--- config.mk ---
export PLATFORM = sky130hd
export DESIGN_NAME = cfg_access_host
export DESIGN_NICKNAME = d
export VERILOG_FILES = /design/src/include/cfg_access_pkg.sv /design/src/byte_shifter.sv /design/src/cfg_access_host.sv
export SDC_FILE = /design/constraint.sdc
export NUM_CORES = 1
export LEC_CHECK = 0
export BUFFER_PORTS_ARGS = -buffer_cell sky130_fd_sc_hd__buf_2
export CORE_ASPECT_RATIO = 1.2
export CORE_MARGIN = 4
export CORE_UTILIZATION = 58
export DETAILED_ROUTE_END_ITERATION = 12
export PLACE_DENSITY = 0.85
export SLEW_MARGIN = 20
export SYNTH_ARGS = -nofsm -noshare
export SYNTH_HDL_FRONTEND = slang
export SYNTH_HIERARCHICAL = 1
export SYNTH_SLANG_ARGS = --single-unit
--- constraint.sdc ---
create_clock -name clk -period 6.1 [get_ports clk]
set_input_delay 1.83 -clock clk [delete_from_list [all_inputs] [get_ports clk]]
set_output_delay 1.83 -clock clk [all_outputs]
set_load 0.005 [all_outputs]
--- src/include/cfg_access_pkg.sv ---
/*
 Shared constants and carriers for the configuration access requester:
 message tokens, destination words, field sizes, command and result records.
 Assumes a byte-wide token link in which every token carries a control flag.
*/
package cfg_access_pkg;

    // Clock rate of the requester
    localparam int unsigned CLK_HZ          = 10_000_000;

    // Control token values
    localparam logic [7:0]  TOK_TILE_WR     = 8'hC0;
    localparam logic [7:0]  TOK_TILE_RD     = 8'hC1;
    localparam logic [7:0]  TOK_PER_WR      = 8'h24;
    localparam logic [7:0]  TOK_PER_RD      = 8'h25;
    localparam logic [7:0]  TOK_END         = 8'h01;
    localparam logic [7:0]  TOK_ACK         = 8'h03;
    localparam logic [7:0]  TOK_NAK         = 8'h04;

    // Channel destination low parts
    localparam logic [15:0] DEST_TILE_LO    = 16'hC20C;
    localparam logic [15:0] DEST_NODE_LO    = 16'hC30C;
    localparam logic [7:0]  DEST_PER_LO     = 8'h02;

    // Processor status resource identifier
    localparam int unsigned PS_RES_SHIFT    = 8;
    localparam logic [31:0] PS_RES_TAG      = 32'h0000000B;

    // Return identifier low byte that suppresses the reply
    localparam logic [7:0]  NOREPLY_BYTE    = 8'hFF;

    // Field byte counts
    localparam logic [2:0]  RET_BYTES       = 3'h3;
    localparam logic [2:0]  REGN_BYTES      = 3'h2;
    localparam logic [2:0]  PREG_BYTES      = 3'h1;
    localparam logic [2:0]  SIZE_BYTES      = 3'h1;
    localparam logic [2:0]  WORD_BYTES      = 3'h4;
    localparam int unsigned BYTE_W          = 8;

    // Request kinds
    typedef enum logic [2:0] {
        KIND_TILE_WR = 3'h0,
        KIND_TILE_RD = 3'h1,
        KIND_NODE_WR = 3'h2,
        KIND_NODE_RD = 3'h3,
        KIND_PER_WR  = 3'h4,
        KIND_PER_RD  = 3'h5,
        KIND_PS      = 3'h6
    } kind_t;

    // One link token: control flag plus byte
    typedef struct packed {
        logic       ctrl;
        logic [7:0] val;
    } token_t;

    // Request from the user side
    typedef struct packed {
        kind_t       kind;
        logic [15:0] target;
        logic [7:0]  periph;
        logic [23:0] ret_id;
        logic [15:0] regn;
        logic [7:0]  size;
        logic [31:0] data;
    } cmd_t;

    // Outcome of one request
    typedef struct packed {
        logic        ok;
        logic        proto_err;
        logic        no_reply;
        logic [31:0] rdata;
        logic [7:0]  rbytes;
    } result_t;

endpackage

--- src/byte_shifter.sv ---
/*
 Loadable word that hands out its bytes most significant first.
 Assumes the caller loads only while no byte of the old word is pending.
*/
`timescale 1ns/1ps
`default_nettype none

module byte_shifter #(
    parameter int unsigned N_BYTES = 4,
    parameter int unsigned CNT_W   = $clog2(N_BYTES + 1)
) (
    // Clock, reset, enable
    input  wire logic                   clk,
    input  wire logic                   rst_b,
    input  wire logic                   ce,
    // Load side
    input  wire logic                   load,
    input  wire logic [N_BYTES*8-1:0]   load_word,
    input  wire logic [CNT_W-1:0]       load_n,
    // Drain side
    input  wire logic                   step,
    output logic      [7:0]             byte_o,
    output logic                        last
);

    logic [N_BYTES*8-1:0] word_ff;
    logic [CNT_W-1:0]     cnt_ff;

    // Top byte is always the next one out
    assign byte_o = word_ff[N_BYTES*8-1 -: 8];
    assign last   = (cnt_ff == CNT_W'(1));

    // Load wins over step so a new field starts cleanly
    always_ff @(posedge clk) begin
        if (!rst_b) begin
            word_ff <= '0;
            cnt_ff  <= '0;
        end else if (ce) begin
            if (load) begin
                word_ff <= load_word;
                cnt_ff  <= load_n;
            end else if (step && cnt_ff != '0) begin
                word_ff <= {word_ff[N_BYTES*8-9:0], 8'h00};
                cnt_ff  <= cnt_ff - CNT_W'(1);
            end
        end
    end

endmodule
`default_nettype wire

--- src/cfg_access_host.sv ---
/*
 Requester for configuration register access over a token link.
 Takes one command, sets the channel destination, sends the request
 message token by token and parses the reply into a result record.
 Assumes the link partner runs on clk and uses valid/ready per token.
*/
// Functional notes
// - Every request carries 24-bit return identifier
// - Low byte all ones: no reply awaited; the code applies this to writes only and still awaits a reply on reads
// - Multi-byte fields go most significant first
// - Status resource id: number shl 8 or 0x0B
// - Tile destination: tile id over C20C
// - Node destination: node id over C30C
// - Write: 192, return, reg16, data32, 1
// - Read: 193, return, reg16, 1
// - Peripheral destination: node, periph, 02
// - Periph write: 36, return, reg8, size, data, 1
// - Periph read: 37, return, reg8, size, 1
`timescale 1ns/1ps
`default_nettype none

module cfg_access_host
    import cfg_access_pkg::*;
#(
    parameter int unsigned DATA_BYTES_MAX = 4
) (
    // Clock, reset, enable
    input  wire logic       clk,
    input  wire logic       rst_b,
    input  wire logic       ce,
    // Command port
    input  wire logic       cmd_valid,
    output logic            cmd_ready,
    input  wire cmd_t       cmd,
    // Result port
    output logic            res_valid,
    output result_t         res,
    // Channel destination and status resource
    output logic [31:0]     dest,
    output logic [31:0]     ps_res_id,
    // Outgoing tokens
    output logic            tx_valid,
    input  wire logic       tx_ready,
    output token_t          tx_tok,
    // Incoming tokens
    input  wire logic       rx_valid,
    output logic            rx_ready,
    input  wire token_t     rx_tok
);

    // Peripheral data is carried in one word, so at most four bytes
    generate
        if (DATA_BYTES_MAX < 1 || DATA_BYTES_MAX > 4) begin : g_bad_max
            $error("DATA_BYTES_MAX must be 1 to 4");
        end
    endgenerate

    localparam logic [2:0] MAX_N = 3'(DATA_BYTES_MAX);

    // Gray along the usual path
    typedef enum logic [3:0] {
        ST_IDLE  = 4'h0,
        ST_HEAD  = 4'h1,
        ST_RETID = 4'h3,
        ST_REGN  = 4'h2,
        ST_SIZE  = 4'h6,
        ST_DATA  = 4'h7,
        ST_TAIL  = 4'h5,
        ST_RSP   = 4'h4,
        ST_RDAT  = 4'hC,
        ST_RFAIL = 4'hD,
        ST_FIN   = 4'hF
    } state_t;

    state_t      state_ff;
    state_t      nxt_state;
    cmd_t        cmd_ff;
    token_t      tx_tok_ff;
    logic        tx_valid_ff;
    logic        ok_ff;
    logic        err_ff;
    logic        noreply_ff;
    logic [31:0] rdata_ff;
    logic [7:0]  rbytes_ff;
    logic        res_valid_ff;
    logic [31:0] dest_ff;
    logic [31:0] ps_res_ff;

    // Command decode
    wire logic   is_per    = (cmd_ff.kind == KIND_PER_WR) || (cmd_ff.kind == KIND_PER_RD);
    wire logic   is_wr     = (cmd_ff.kind == KIND_TILE_WR) || (cmd_ff.kind == KIND_NODE_WR)
                             || (cmd_ff.kind == KIND_PER_WR);
    wire logic   no_reply  = is_wr && (cmd_ff.ret_id[7:0] == NOREPLY_BYTE);
    // Oversize peripheral writes are clipped to the word we hold
    wire logic [2:0] per_n = (cmd_ff.size > 8'(MAX_N)) ? MAX_N : cmd_ff.size[2:0];
    wire logic [4:0] per_sh = 5'({2'b00, WORD_BYTES - per_n} << 3);

    // Handshakes
    wire logic   tx_free   = !tx_valid_ff || tx_ready;
    wire logic   sending   = (state_ff == ST_HEAD) || (state_ff == ST_RETID)
                             || (state_ff == ST_REGN) || (state_ff == ST_SIZE)
                             || (state_ff == ST_DATA) || (state_ff == ST_TAIL);
    wire logic   adv       = ce && tx_free && sending;
    wire logic   cmd_fire  = ce && cmd_valid && (state_ff == ST_IDLE);
    wire logic   rx_open   = (state_ff == ST_RSP) || (state_ff == ST_RDAT)
                             || (state_ff == ST_RFAIL);
    wire logic   rx_fire   = ce && rx_valid && rx_open;

    assign cmd_ready = ce && (state_ff == ST_IDLE);
    assign rx_ready  = ce && rx_open;

    // control tokens by type flag and value
    wire logic   rx_end    = rx_tok.ctrl && (rx_tok.val == TOK_END);
    wire logic   rx_ack    = rx_tok.ctrl && (rx_tok.val == TOK_ACK);
    wire logic   rx_nak    = rx_tok.ctrl && (rx_tok.val == TOK_NAK);

    // Field shifter
    logic [31:0] fld_word;
    logic [2:0]  fld_n;
    logic [7:0]  sh_byte;
    logic        sh_last;
    wire logic   fld_load  = adv && (nxt_state != state_ff)
                             && ((nxt_state == ST_RETID) || (nxt_state == ST_REGN)
                             || (nxt_state == ST_SIZE) || (nxt_state == ST_DATA));
    wire logic   fld_step  = adv && !fld_load;

    // fields left aligned so the top byte leaves first
    always_comb begin
        fld_word = 32'h0;
        fld_n    = 3'h0;
        case (nxt_state)
            ST_RETID: begin
                fld_word = {cmd_ff.ret_id, 8'h00};
                fld_n    = RET_BYTES;
            end
            ST_REGN: begin
                fld_word = is_per ? {cmd_ff.regn[7:0], 24'h0} : {cmd_ff.regn, 16'h0};
                fld_n    = is_per ? PREG_BYTES : REGN_BYTES;
            end
            ST_SIZE: begin
                fld_word = {cmd_ff.size, 24'h0};
                fld_n    = SIZE_BYTES;
            end
            ST_DATA: begin
                fld_word = is_per ? (cmd_ff.data << per_sh) : cmd_ff.data;
                fld_n    = is_per ? per_n : WORD_BYTES;
            end
            default: begin
                fld_word = 32'h0;
                fld_n    = 3'h0;
            end
        endcase
    end

    byte_shifter #(
        .N_BYTES (4),
        .CNT_W   (3)
    ) u_shift (
        .clk       (clk),
        .rst_b     (rst_b),
        .ce        (ce),
        .load      (fld_load),
        .load_word (fld_word),
        .load_n    (fld_n),
        .step      (fld_step),
        .byte_o    (sh_byte),
        .last      (sh_last)
    );

    // Message sequencing
    always_comb begin
        nxt_state = state_ff;
        case (state_ff)
            ST_IDLE:  if (cmd_fire) begin
                nxt_state = (cmd.kind == KIND_PS) ? ST_FIN : ST_HEAD;
            end
            ST_HEAD:  if (adv) begin
                nxt_state = ST_RETID;
            end
            ST_RETID: if (adv && sh_last) begin
                nxt_state = ST_REGN;
            end
            // tile and node layout; peripheral layout
            ST_REGN:  if (adv && sh_last) begin
                nxt_state = is_per ? ST_SIZE : (is_wr ? ST_DATA : ST_TAIL);
            end
            ST_SIZE:  if (adv && sh_last) begin
                nxt_state = (is_wr && per_n != 3'h0) ? ST_DATA : ST_TAIL;
            end
            ST_DATA:  if (adv && sh_last) begin
                nxt_state = ST_TAIL;
            end
            ST_TAIL:  if (adv) begin
                nxt_state = no_reply ? ST_FIN : ST_RSP;
            end
            ST_RSP:   if (rx_fire) begin
                nxt_state = rx_ack ? ST_RDAT : (rx_nak ? ST_RFAIL : ST_FIN);
            end
            ST_RDAT:  if (rx_fire && rx_tok.ctrl) begin
                nxt_state = ST_FIN;
            end
            ST_RFAIL: if (rx_fire) begin
                nxt_state = ST_FIN;
            end
            ST_FIN:   nxt_state = ST_IDLE;
            default:  nxt_state = ST_IDLE;
        endcase
    end

    // Token for the current sending state
    logic [7:0] head_val;
    always_comb begin
        case (cmd_ff.kind)
            KIND_TILE_RD, KIND_NODE_RD: head_val = TOK_TILE_RD;
            KIND_PER_WR:                head_val = TOK_PER_WR;
            KIND_PER_RD:                head_val = TOK_PER_RD;
            default:                    head_val = TOK_TILE_WR;
        endcase
    end
    wire token_t nxt_tok = (state_ff == ST_HEAD) ? token_t'{ctrl: 1'b1, val: head_val}
                         : (state_ff == ST_TAIL) ? token_t'{ctrl: 1'b1, val: TOK_END}
                         : token_t'{ctrl: 1'b0, val: sh_byte};

    // Destination words for the three target kinds
    wire logic [31:0] nxt_dest =
        ((cmd.kind == KIND_PER_WR) || (cmd.kind == KIND_PER_RD))
            ? {cmd.target, cmd.periph, DEST_PER_LO}
        : ((cmd.kind == KIND_NODE_WR) || (cmd.kind == KIND_NODE_RD))
            ? {cmd.target, DEST_NODE_LO}
            : {cmd.target, DEST_TILE_LO};
    wire logic [31:0] nxt_ps = ({16'h0, cmd.regn} << PS_RES_SHIFT) | PS_RES_TAG;

    // State, command capture and destination
    always_ff @(posedge clk) begin
        if (!rst_b) begin
            state_ff  <= ST_IDLE;
            cmd_ff    <= '0;
            dest_ff   <= 32'h0;
            ps_res_ff <= 32'h0;
        end else if (ce) begin
            state_ff <= nxt_state;
            if (cmd_fire) begin
                cmd_ff <= cmd;
                if (cmd.kind == KIND_PS) begin
                    ps_res_ff <= nxt_ps;
                end else begin
                    dest_ff <= nxt_dest;
                end
            end
        end
    end

    // Output token stage; holds until the link takes it
    always_ff @(posedge clk) begin
        if (!rst_b) begin
            tx_valid_ff <= 1'b0;
            tx_tok_ff   <= '0;
        end else if (ce && tx_free) begin
            tx_valid_ff <= sending;
            if (sending) begin
                tx_tok_ff <= nxt_tok;
            end
        end
    end

    // Reply parsing; a stray token marks the exchange broken
    always_ff @(posedge clk) begin
        if (!rst_b) begin
            ok_ff      <= 1'b0;
            err_ff     <= 1'b0;
            noreply_ff <= 1'b0;
            rdata_ff   <= 32'h0;
            rbytes_ff  <= 8'h00;
        end else if (ce) begin
            if (cmd_fire) begin
                ok_ff      <= (cmd.kind == KIND_PS);
                err_ff     <= 1'b0;
                noreply_ff <= 1'b0;
                rdata_ff   <= 32'h0;
                rbytes_ff  <= 8'h00;
            end else if (adv && state_ff == ST_TAIL && no_reply) begin
                ok_ff      <= 1'b1;
                noreply_ff <= 1'b1;
            end else if (rx_fire) begin
                case (state_ff)
                    ST_RSP:   err_ff <= !(rx_ack || rx_nak);
                    ST_RDAT:  if (!rx_tok.ctrl) begin
                        rdata_ff  <= {rdata_ff[23:0], rx_tok.val};
                        rbytes_ff <= (rbytes_ff == 8'hFF) ? rbytes_ff : rbytes_ff + 8'h01;
                    end else if (rx_end) begin
                        // Tile and node reads must bring a whole word
                        ok_ff  <= is_wr || is_per || (rbytes_ff == 8'(WORD_BYTES));
                        err_ff <= !(is_wr || is_per || (rbytes_ff == 8'(WORD_BYTES)));
                    end else begin
                        err_ff <= 1'b1;
                    end
                    // failure pair closes with end token
                    ST_RFAIL: err_ff <= !rx_end;
                    default:  err_ff <= err_ff;
                endcase
            end
        end
    end

    // Result strobe
    always_ff @(posedge clk) begin
        if (!rst_b) begin
            res_valid_ff <= 1'b0;
        end else if (ce) begin
            res_valid_ff <= (state_ff == ST_FIN);
        end
    end

    assign tx_valid  = tx_valid_ff;
    assign tx_tok    = tx_tok_ff;
    assign dest      = dest_ff;
    assign ps_res_id = ps_res_ff;
    assign res_valid = res_valid_ff;
    assign res       = '{ok: ok_ff, proto_err: err_ff, no_reply: noreply_ff,
                         rdata: rdata_ff, rbytes: rbytes_ff};

endmodule
`default_nettype wire

After elaboration in Yosys (flattened, before gate mapping)
Cells that the tools add are included.
Storage, ports and cells
  flip-flop bits (word level): 227
  output and inout bits: 120
Operators by class
  $add $sub $neg: 3
  order comparisons: 1
  eq/ne operators: 36
  shift-type cells: 1
  mux-type cells: 59
  bitwise gates (word level): 1
  reductions and logical operators: 69
Operators with widths (count)
  $mux W32: 9
  $pmux W32 S4: 1
  $mux W4: 12
  $mux W8: 6
  $pmux W4 S10: 1
  $shl A32 B5 Y32: 1
  $mux W9: 3
  $eq A4 B3 Y1 const B: 6
  $pmux W8 S3: 1
  $logic_and A1 B1 Y1: 21
  $logic_or A1 B1 Y1: 19
  $reduce_bool A3 Y1: 6
  $eq A4 B2 Y1 const B: 4
  $eq A8 B3 Y1 const B: 2
  $eq A8 B8 Y1 const B: 2
  $mux W16: 1
  $eq A3 B3 Y1 const B: 5
  $reduce_and A5 Y1: 3
  $mux W1: 13
  $eq A3 B2 Y1 const B: 4
  $eq A4 B4 Y1 const B: 3
  $mux W2: 6
  $mux W3: 4
  $pmux W3 S4: 1
  23 further kinds: 36

Depth between registers and ports, before layout
Gate-level depths: netlist (run 1).
  depth after elaboration: 20
  mapped depth: 15

By module
The synthesis (run 1) kept the hierarchy.
By module, submodules not included
  cfg_access_host: times used 1, cells an instance 1138, area an instance 8533.2 um^2
  byte_shifter: times used 1, cells an instance 172, area an instance 1752.9 um^2

Worst setup path after synthesis (run 1)
OpenSTA, ideal clock, no wires.
  kind: in2out
  start: input ce
  end: output cmd_ready
  data arrival time: 2234 ps
  path slack: 2036 ps
  stages: 2
  path buffers: 0
  path through: nor2b_1 -> and3_1
Between the ends
  cells in the longest elaborated chain, start to end: 1
RTL lines
  from (decl): RTL line cfg_access_host.sv:30  | input wire logic ce,
  $logic_and A1 B1 Y1: RTL line cfg_access_host.sv:109  | assign cmd_ready = ce && (state_ff == ST_IDLE);
  to (decl): RTL line cfg_access_host.sv:33  | output logic cmd_ready,
No other way between the ends.

Final worst setup path (run 1)
Same ends and word-level chain as after synthesis.

==> results.py, run 1 <==
metrics = {
    "clocking": {
        "h-tree-depth": 1,
        "path_clk_slew_ns": 0.06,
        "ctsResizeCount": 0,
        "clock_sinks": 219,
        "cts_tree": "built",
        "clock_path_buffers": 3,
        "clkLatencyLatePin_ns": 0.52,
        "post_cts_buffers": 0,
        "holdBufCountCts": 0,
        "ctsRootBufferMaster": "clkbuf_16",
        "cts_made_buffers": 23,
    },
    "critical_path": {
        "critPathCaptureType": "output pin",
        "path_buf_inv": 2,
        "crit_arrival_ns": 2.81,
        "worst_path_most_repeated_cell": "buf_2",
        "crit_chain": "buf_2 -> nor2b_1 -> and3_1 -> buf_2",
        "ff2ff_path_depth": 13,
        "slowest_stage": "nor2b_1",
        "critPathMaxFanout": 17,
        "startpoint": "ce",
        "startpoint_type": "primary input",
        "cp_top_family": "simple AND/OR/NAND/NOR gates",
        "timing_worst_setup_path_type": "in2out",
        "rr_startpoint": "cmd_ff[34]",
        "ff2ff_setup_slack_ns": 1.76,
        "worst_ep_required_time_ns": 4.27,
        "path_depth": 4,
        "critPathMaxStageDelay_ns": 0.39,
    },
    "routing": {
        "firstDrtPassIters": 5,
        "viasPerCell": 5.72,
        "ant_nets": 0,
        "vias": 9783,
        "wl_per_cell_um": 16.9,
        "routed_wl_mm": 28.9,
        "drt_iter0_drc": 879,
        "drc_errors": 0,
    },
    "die": {
        "die_w_um": 130,
        "start_util": 0.590,
        "die_area_um2": 19900,
        "die_y_um": 154,
        "coreArea_um2": 17400,
        "rows": 53,
        "io_pins": 242,
    },
    "status": {
        "outcome": "finished clean",
    },
    "synth": {
        "synthTopCellsByArea": "dfxtp_1 43%, nand2_1 13%, a21oi_1 8.5%",
        "muxShareOfSynthArea": 0.0556,
        "synthAdderAreaFrac": 0.00730,
        "synthCells": 1310,
        "synth-simple-area-share": 0.238,
        "ys_async_sr_fraction": 0,
        "ys.flop_type": "dfxtp_1",
        "yosysWarnings": 6,
        "synth_top_area_frac": 0.426,
        "synthDistinctLibCells": 67,
        "synth_compound_area_frac": 0.197,
        "synth.cell_area_um2": 10300,
        "synth_top_area_cell": "dfxtp_1",
        "synth_xor_area_frac": 0.00596,
        "synth-seq-area-share": 0.426,
        "synth_area_per_cell_um2": 7.85,
        "ys_ff_latch": 219,
        "synth_top_family_by_area": "simple AND/OR/NAND/NOR gates",
        "synth_enable_flop_cells": 0,
    },
    "finish": {
        "area_growth_pct": 16.4,
        "fillers": 1450,
        "final_layout_size_suffix_gt1_frac": 0.221,
        "final_nets": 1599,
        "final_util": 0.687,
    },
    "place": {
        "pre_cts_slack_ns": 1.35,
        "dpl.hpwl_mm": 20.6,
        "gp_congestion": 0.983,
        "portBuffers": 223,
    },
    "run": {
        "cap_viol_max_count": 0,
    },
    "power_and_ir_drop": {
        "irDropWorstVdd_mv": 0.211,
        "p_total_mw": 3.33,
        "powerDensity_nw_per_um2": 278,
        "leakagePower_nw": 4.69,
    },
    "grt": {
        "grt_pass1_vias": 9117,
        "antenna_found_initial": 2,
        "grt.overflow.total": 0,
        "grt_max_degree": 92,
        "grt_usage": 0.273,
        "grt_pass1_wl_mm": 45.0,
    },
    "min_path": {
        "hold_path_depth": 2,
        "hp-class": "reg2reg",
        "min-delay-start": "rdata_ff[26]",
    },
    "sta": {
        "period_needed_ns": 4.64,
        "hold_ws_ns": 0.450,
        "fin_setup_tns_ns": 0,
        "max_slew_margin": 0.350,
        "hold_viol_final": 0,
        "clock-skew-final_ns": 0.0189,
        "setup_violations": 0,
        "tightest_slew_ns": 0.969,
        "fin_ws_ns": 1.46,
        "rsz0062_at_grt": "false",
        "finalMaxSlewViolations": 0,
        "period_share": 0.761,
        "max_freq_mhz": 215,
    },
}
-- cells by family after synthesis --
| logic type | after synthesis |
|---|---|
| compound gates | 315 |
| buf+inv | 139 |
| mux | 57 |
| simple gates | 566 |
| flops | 219 |
| other cells | 1 |
| fa+ha+maj | 6 |
| xor+xnor | 7 |
-- registers in the layout, summed over array words and instances (netlist names), 3 cells and up --
name             flops
rbytes_ff            8
state_ff             4
u_shift/cnt_ff       3
dest                26
u_shift/word_ff     32
tx_tok               9
rdata_ff            32
ps_res_id           17
cmd_ff              83
-- through the flow --
step                area [µm²]  cells
floorplan                10300   1327
global placement         11200   1665
detailed placement       11200   1665
CTS                      12000   1706
global route             12000   1709
finish                   12000   1709
-- report_power, final --
part / switching [mW] / internal (mW) / leakage (nW) / total (mW)
sequential: 0.0516 / 1.49 / 1.77 / 1.54
combinational: 0.259 / 0.161 / 2.56 / 0.420
clock: 0.573 / 0.797 / 0.356 / 1.37
total: 0.884 / 2.44 / 4.69 / 3.33
-- cells in the final DEF, fill, tap and decap left out, types with 8 or more instances in the layout --
master / n
nand2_1: 362
clkbuf_16: 23
nor3_1: 16
buf_2: 224
conb_1: 18
a211oi_2: 23
a22oi_1: 28
buf_4: 16
o21ai_0: 17
a22o_1: 9
a21oi_1: 174
and2_1: 11
nand3_1: 9
inv_1: 16
dfxtp_1: 219
nor2_1: 98
o22ai_1: 28
mux2i_1: 56
nor2b_1: 8
-- cell type report --
| class | instances | area, µm² | share of cell area |
|---|---|---|---|
| Clock buffer | 30 | 612 | 0.0511 |
| Timing Repair Buffer | 240 | 1240 | 0.104 |
| Sequential cell | 219 | 4380 | 0.366 |
| Antenna cell | 2 | 5.00 | 0.000418 |
| Clock inverter | 11 | 120 | 0.0100 |
| Tap cell | 220 | 275 | 0.0230 |
| Multi-Input combinational cell | 969 | 5270 | 0.440 |
| Inverter | 18 | 70.1 | 0.00585 |
-- worst min-delay path, stage by stage, from the launching register on --
cell and delay, ns:
dfxtp_1 0.30, nand2_1 0.05, a21oi_1 0.05
-- synth_stat cells (all sizes together), types with 4 or more instances --
| cell | number |
|---|---|
| a211oi | 28 |
| a21oi | 175 |
| a221oi | 4 |
| a22o | 9 |
| a22oi | 28 |
| and2 | 11 |
| and3 | 4 |
| buf | 55 |
| clkbuf | 66 |
| dfxtp | 219 |
| ha | 6 |
| inv | 17 |
| mux2i | 56 |
| nand2 | 362 |
| nand2b | 6 |
| nand3 | 11 |
| nand3b | 5 |
| nand4 | 8 |
| nor2 | 101 |
| nor2b | 8 |
| nor3 | 21 |
| nor4b | 5 |
| o21ai | 22 |
| o22ai | 28 |
| or3 | 4 |
| xor2 | 6 |
-- routing by layer --
metal,vias up,track usage,routed length (µm)
met4,0,0.125,1330
met5,-,0,0
met1,4453,0.340,11200
met2,467,0.460,13900
met3,107,0.0455,2470
li1,4756,-,-
-- final timing paths --
| kind | end |
|---|---|
| hold reg to reg | rdata_ff[26] |
| setup reg to reg | u_shift/word_ff[19] |
| hold / removal | rdata_ff[26] |
| setup / recovery | cmd_ready |
No activity file was read; power rests on OpenSTA's default activity.
==> run 2, diff against run 1 <==
- CORE_UTILIZATION: 58 -> 54
- PLACE_DENSITY: 0.85 -> 0.8
- clock period: 6.1 -> 4.7 ns (I/O delays scaled with it)
==> run 2 against run 1 <==
  * Sequential power grew 30%
  * Clock-buffer cell count grew 5
  * Clock skew grew 0.0034 ns
  * Total power grew 34%
  * Clock power grew 40%
  * Sequential share of layout area shrank 0.59 points
  * Non-clock buffer count grew 7
  * Worst setup slack lost 0.62 ns
  * Wire length grew 4.9%
  * Cell area grew 1.6%
  * Cell count grew 2.7%
  * Highest routed layer unchanged
==> results.py, run 2 (synthesis results as in run 1) <==
metrics = {
    "die": {
        "start_util": 0.548,
        "die_y_um": 159,
        "die_area_um2": 21300,
        "rows": 55,
        "io_pins": 242,
        "die_w_um": 134,
        "coreArea_um2": 18800,
    },
    "routing": {
        "firstDrtPassIters": 7,
        "vias": 9842,
        "drc_errors": 0,
        "drt_iter0_drc": 741,
        "ant_nets": 0,
        "viasPerCell": 5.61,
        "wl_per_cell_um": 17.2,
        "routed_wl_mm": 30.3,
    },
    "clocking": {
        "ctsRootBufferMaster": "clkbuf_16",
        "ctsResizeCount": 0,
        "clock_sinks": 219,
        "holdBufCountCts": 0,
        "h-tree-depth": 1,
        "cts_tree": "built",
        "post_cts_buffers": 0,
        "path_clk_slew_ns": 0.06,
        "clkLatencyLatePin_ns": 0.53,
        "cts_made_buffers": 24,
        "clock_path_buffers": 3,
    },
    "sta": {
        "period_needed_ns": 3.87,
        "max_freq_mhz": 258,
        "period_share": 0.823,
        "rsz0062_at_grt": "false",
        "tightest_slew_ns": 0.960,
        "clock-skew-final_ns": 0.0223,
        "max_slew_margin": 0.360,
        "setup_violations": 0,
        "finalMaxSlewViolations": 0,
        "fin_setup_tns_ns": 0,
        "hold_viol_final": 0,
    },
    "critical_path": {
        "critPathMaxFanout": 17,
        "path_buf_inv": 2,
        "crit_chain": "buf_2 -> nor2b_1 -> and3_1 -> buf_2",
        "slowest_stage": "nor2b_1",
        "worst_path_most_repeated_cell": "buf_2",
        "timing_worst_setup_path_type": "in2out",
        "startpoint_type": "primary input",
        "worst_ep_required_time_ns": 3.29,
        "critPathMaxStageDelay_ns": 0.39,
        "cp_top_family": "simple AND/OR/NAND/NOR gates",
        "critPathCaptureType": "output pin",
        "crit_arrival_ns": 2.46,
    },
    "place": {
        "portBuffers": 223,
        "gp_congestion": 0.936,
        "dpl.hpwl_mm": 21.6,
    },
    "power_and_ir_drop": {
        "irDropWorstVdd_mv": 0.276,
        "p_total_mw": 4.47,
        "leakagePower_nw": 4.78,
        "powerDensity_nw_per_um2": 367,
    },
    "finish": {
        "top_register": "cmd_ff",
        "final_common_cell": "nand2_1",
        "final_layout_size_suffix_gt1_frac": 0.227,
        "reg.largest.list": "cmd_ff x83, rdata_ff x32, u_shift/word_ff x32",
        "final_nets": 1607,
        "area_growth_pct": 18.3,
        "largest_register_ffs": 83,
        "final_util": 0.648,
        "mostFrequentLayoutCells": "362 x nand2_1, 223 x buf_2, 219 x dfxtp_1, 174 x a21oi_1, 98 x nor2_1",
        "fillers": 1641,
    },
    "status": {
        "outcome": "finished clean",
    },
    "grt": {
        "grt_pass1_wl_mm": 47.6,
        "antenna_found_initial": 2,
        "grt_max_degree": 91,
        "grt_usage": 0.269,
        "grt_pass1_vias": 9462,
        "grt.overflow.total": 0,
    },
    "min_path": {
        "hp-class": "reg2reg",
    },
    "run": {
        "cap_viol_max_count": 0,
    },
}
run 2: cell count changes in the layout (fill, tap and decap cells not counted), sizes merged:
cell      before  now
buf          240  247
bufinv         2    1
clkbuf        30   35
clkinv         6    8
clkinvlp       2    0
diode          2    3
inv           19   17
run 2: layout make-up:
type                    instances  area (µm²)  area share
multi-input cells             969        5270       0.433
flip-flops and latches        219        4380       0.360
repair buffers                247        1300       0.106
clock buffers                  35         743      0.0611
well taps                     256         320      0.0263
clock inverters                 8        80.1     0.00658
inverters                      18        70.1     0.00576
diodes                          3        7.51    0.000617
run 2: routing by layer:
layer | up-vias | wire (µm) | GRT usage
li1 | 4770 | - | -
met1 | 4595 | 12200 | 0.331
met2 | 377 | 14700 | 0.457
met3 | 100 | 1760 | 0.0370
met4 | 0 | 1650 | 0.139
met5 | - | 0 | 0
run 2: tightest hold or removal path: stages, from the launching register on:
cell and delay, ns:
dfxtp_1 0.31, nand2_1 0.05, a21oi_1 0.05
run 2: worst paths after layout:
| path | from | endpoint | slack [ns] | cells past startpoint |
|---|---|---|---|---|
| setup / recovery | ce | cmd_ready | 0.83 | 4 |
| hold / removal | dest[21] | dest[21] | 0.45 | 2 |
| hold reg to reg | dest[21] | dest[21] | 0.45 | 2 |
| setup reg to reg | state_ff[1] | u_shift/word_ff[20] | 1.25 | 9 |
run 2: through the flow:
step                setup WS, ns  std cells  hold slack, ns  cell area [µm²]
floorplan                   1.17       1327           0.432            10300
global placement           0.526       1709           0.438            11300
detailed placement         0.470       1709           0.443            11300
CTS                        0.843       1752           0.447            12200
global route               0.712       1755           0.466            12200
finish                     0.830       1755           0.450            12200
run 2: where the power goes:
group | internal [mW] | switching (mW) | total [mW] | leakage (nW)
registers | 1.93 | 0.0672 | 2.00 | 1.77
logic | 0.214 | 0.344 | 0.558 | 2.60
clock network | 1.15 | 0.766 | 1.92 | 0.413
total | 3.29 | 1.18 | 4.47 | 4.78
==> run 3, diff against run 2 <==
- CORE_UTILIZATION: 54 -> 49
- PLACE_DENSITY: 0.8 -> 0.77
- clock period: 4.7 -> 3.39 ns (I/O delays scaled with it)
==> run 3 against run 2 <==
  * Total power grew 39%
  * Wire length down 1.7%
  * Clock-buffer cell count shrank 8
  * Largest power group unchanged
==> results.py, run 3 (synthesis results as in run 1) <==
metrics = {
    "routing": {
        "drc_errors": 0,
        "drt_iter0_drc": 676,
        "routed_wl_mm": 29.8,
        "ant_nets": 0,
        "wl_per_cell_um": 16.6,
        "firstDrtPassIters": 5,
        "vias": 9889,
        "viasPerCell": 5.52,
    },
    "clocking": {
        "h-tree-depth": 1,
        "ctsRootBufferMaster": "clkbuf_16",
        "holdBufCountCts": 0,
        "cts_made_buffers": 23,
        "path_clk_slew_ns": 0.06,
        "clock_sinks": 219,
        "cts_tree": "built",
        "post_cts_buffers": 0,
        "clock_path_buffers": 3,
        "clkLatencyLatePin_ns": 0.51,
        "ctsResizeCount": 0,
    },
    "run": {
        "cap_viol_max_count": 0,
    },
    "grt": {
        "grt_busiest_layer": "met2",
        "antenna_found_initial": 2,
        "grt_usage": 0.240,
        "met1_usage": 0.305,
        "grt_pass1_vias": 9060,
        "grt_pass1_wl_mm": 46.7,
        "grt.overflow.total": 0,
        "grtUsageMet3": 0.0338,
        "use_met2": 0.409,
        "grt_max_degree": 91,
    },
    "power_and_ir_drop": {
        "p_clk_frac": 0.425,
        "p_comb_frac": 0.132,
        "swShare": 0.258,
        "p_int_mw": 4.63,
        "irDropWorstVdd_mv": 0.341,
        "leakagePower_nw": 4.93,
        "p_switching_mw": 1.60,
        "p_total_mw": 6.23,
        "powerDensity_nw_per_um2": 500,
        "power_frac_seq": 0.443,
    },
    "critical_path": {
        "critPathMaxStageDelay_ns": 0.63,
        "worst_ep_required_time_ns": 3.82,
        "timing_worst_setup_path_type": "reg2reg",
        "critPathCaptureType": "register",
        "cp_top_family": "compound AO/OA/AOI/OAI gates",
        "startpoint_type": "register",
        "worst_path_most_repeated_cell": "nor2_1",
        "slowest_stage": "dfxtp_1",
        "critPathMaxFanout": 31,
        "crit_chain": "nor2_1 -> and3_2 -> a221o_1 -> o31a_1 -> o31a_2 -> nor2_1 -> o21ai_2 -> a21oi_4 -> buf_12 -> nor2_1 -> a211oi_2",
        "crit_arrival_ns": 3.50,
        "path_buf_inv": 1,
    },
    "die": {
        "die_w_um": 140,
        "start_util": 0.503,
        "die_area_um2": 23400,
        "rows": 57,
        "coreArea_um2": 20500,
        "die_y_um": 167,
        "io_pins": 242,
    },
    "sta": {
        "rsz0062_at_grt": "false",
        "max_slew_margin": 0.391,
        "max_freq_mhz": 325,
        "period_needed_ns": 3.08,
        "finalMaxSlewViolations": 0,
        "period_share": 0.907,
        "setup_violations": 0,
        "hold_ws_ns": 0.449,
        "hold_viol_final": 0,
        "fin_setup_tns_ns": 0,
        "clock-skew-final_ns": 0.0151,
        "tightest_slew_ns": 0.913,
    },
    "min_path": {
        "hp-class": "reg2reg",
    },
    "finish": {
        "fillers": 1855,
        "final_nets": 1635,
        "reg.largest.list": "cmd_ff x83, rdata_ff x32, u_shift/word_ff x32",
        "top_register": "cmd_ff",
        "largest_register_ffs": 83,
        "regArea_um2": 4380,
        "final_util": 0.608,
        "multi_input_area_um2": 5270,
        "area_growth_pct": 21.0,
        "final_layout_size_suffix_gt1_frac": 0.241,
        "final_common_cell": "nand2_1",
        "mostFrequentLayoutCells": "362 x nand2_1, 223 x buf_2, 219 x dfxtp_1, 174 x a21oi_1, 98 x nor2_1",
    },
    "status": {
        "outcome": "finished clean",
    },
    "place": {
        "portBuffers": 223,
        "gp_congestion": 0.936,
        "dpl.hpwl_mm": 21.8,
    },
}
-- run 3: worst register-to-register path, cell delays in order, from the launching register on --
cell and delay (ns):
dfxtp_1 0.63, nor2_1 0.26, and3_2 0.27, a221o_1 0.28
o31a_1 0.24, o31a_2 0.31, nor2_1 0.16, o21ai_2 0.10
a21oi_4 0.22, buf_12 0.23, nor2_1 0.09, a211oi_2 0.21
-- run 3: final timing paths --
path,slack (ns),cells past startpoint,endpoint,start
worst max-delay path,0.31,11,u_shift/word_ff[30],state_ff[1]
worst min-delay path,0.45,2,rdata_ff[29],rdata_ff[29]
worst min register to register,0.45,2,rdata_ff[29],rdata_ff[29]
worst max register to register,0.31,11,u_shift/word_ff[30],state_ff[1]
-- run 3: layout make-up --
| class | count | area share |
|---|---|---|
| Multi-Input combinational cell | 969 | 0.423 |
| Tap cell | 265 | 0.0266 |
| Inverter | 18 | 0.00563 |
| Clock buffer | 27 | 0.0498 |
| Timing Repair Buffer | 276 | 0.128 |
| Antenna cell | 2 | 0.000402 |
| Clock inverter | 14 | 0.0144 |
| Sequential cell | 219 | 0.352 |
-- run 3: per-layer routing --
layer / part of all wire / wire, µm
met1: 0.41 / 12100
met2: 0.49 / 14500
met3: 0.065 / 1940
met4: 0.040 / 1200
met5: 0 / 0
-- run 3: power groups by stage --
| stage | registers, mW | logic (mW) | clock network (mW) |
|---|---|---|---|
| after floorplan | 2.78 | 0.581 | 0 |
| after global placement | 2.81 | 0.799 | 0 |
| after detailed placement | 2.82 | 0.813 | 0 |
| after CTS | 2.76 | 0.819 | 2.69 |
| after global routing | 2.77 | 0.899 | 2.81 |
| final | 2.76 | 0.823 | 2.65 |
-- run 3: per-stage QoR --
stage          area, µm²  setup slack, ns  instances
2_1_floorplan      10300            0.254       1327
3_3_place_gp       11600          -0.0958       1747
3_5_place_dp       11600           -0.150       1747
4_1_cts            12400            0.359       1788
5_1_grt            12500            0.183       1790
6_report           12500            0.314       1790
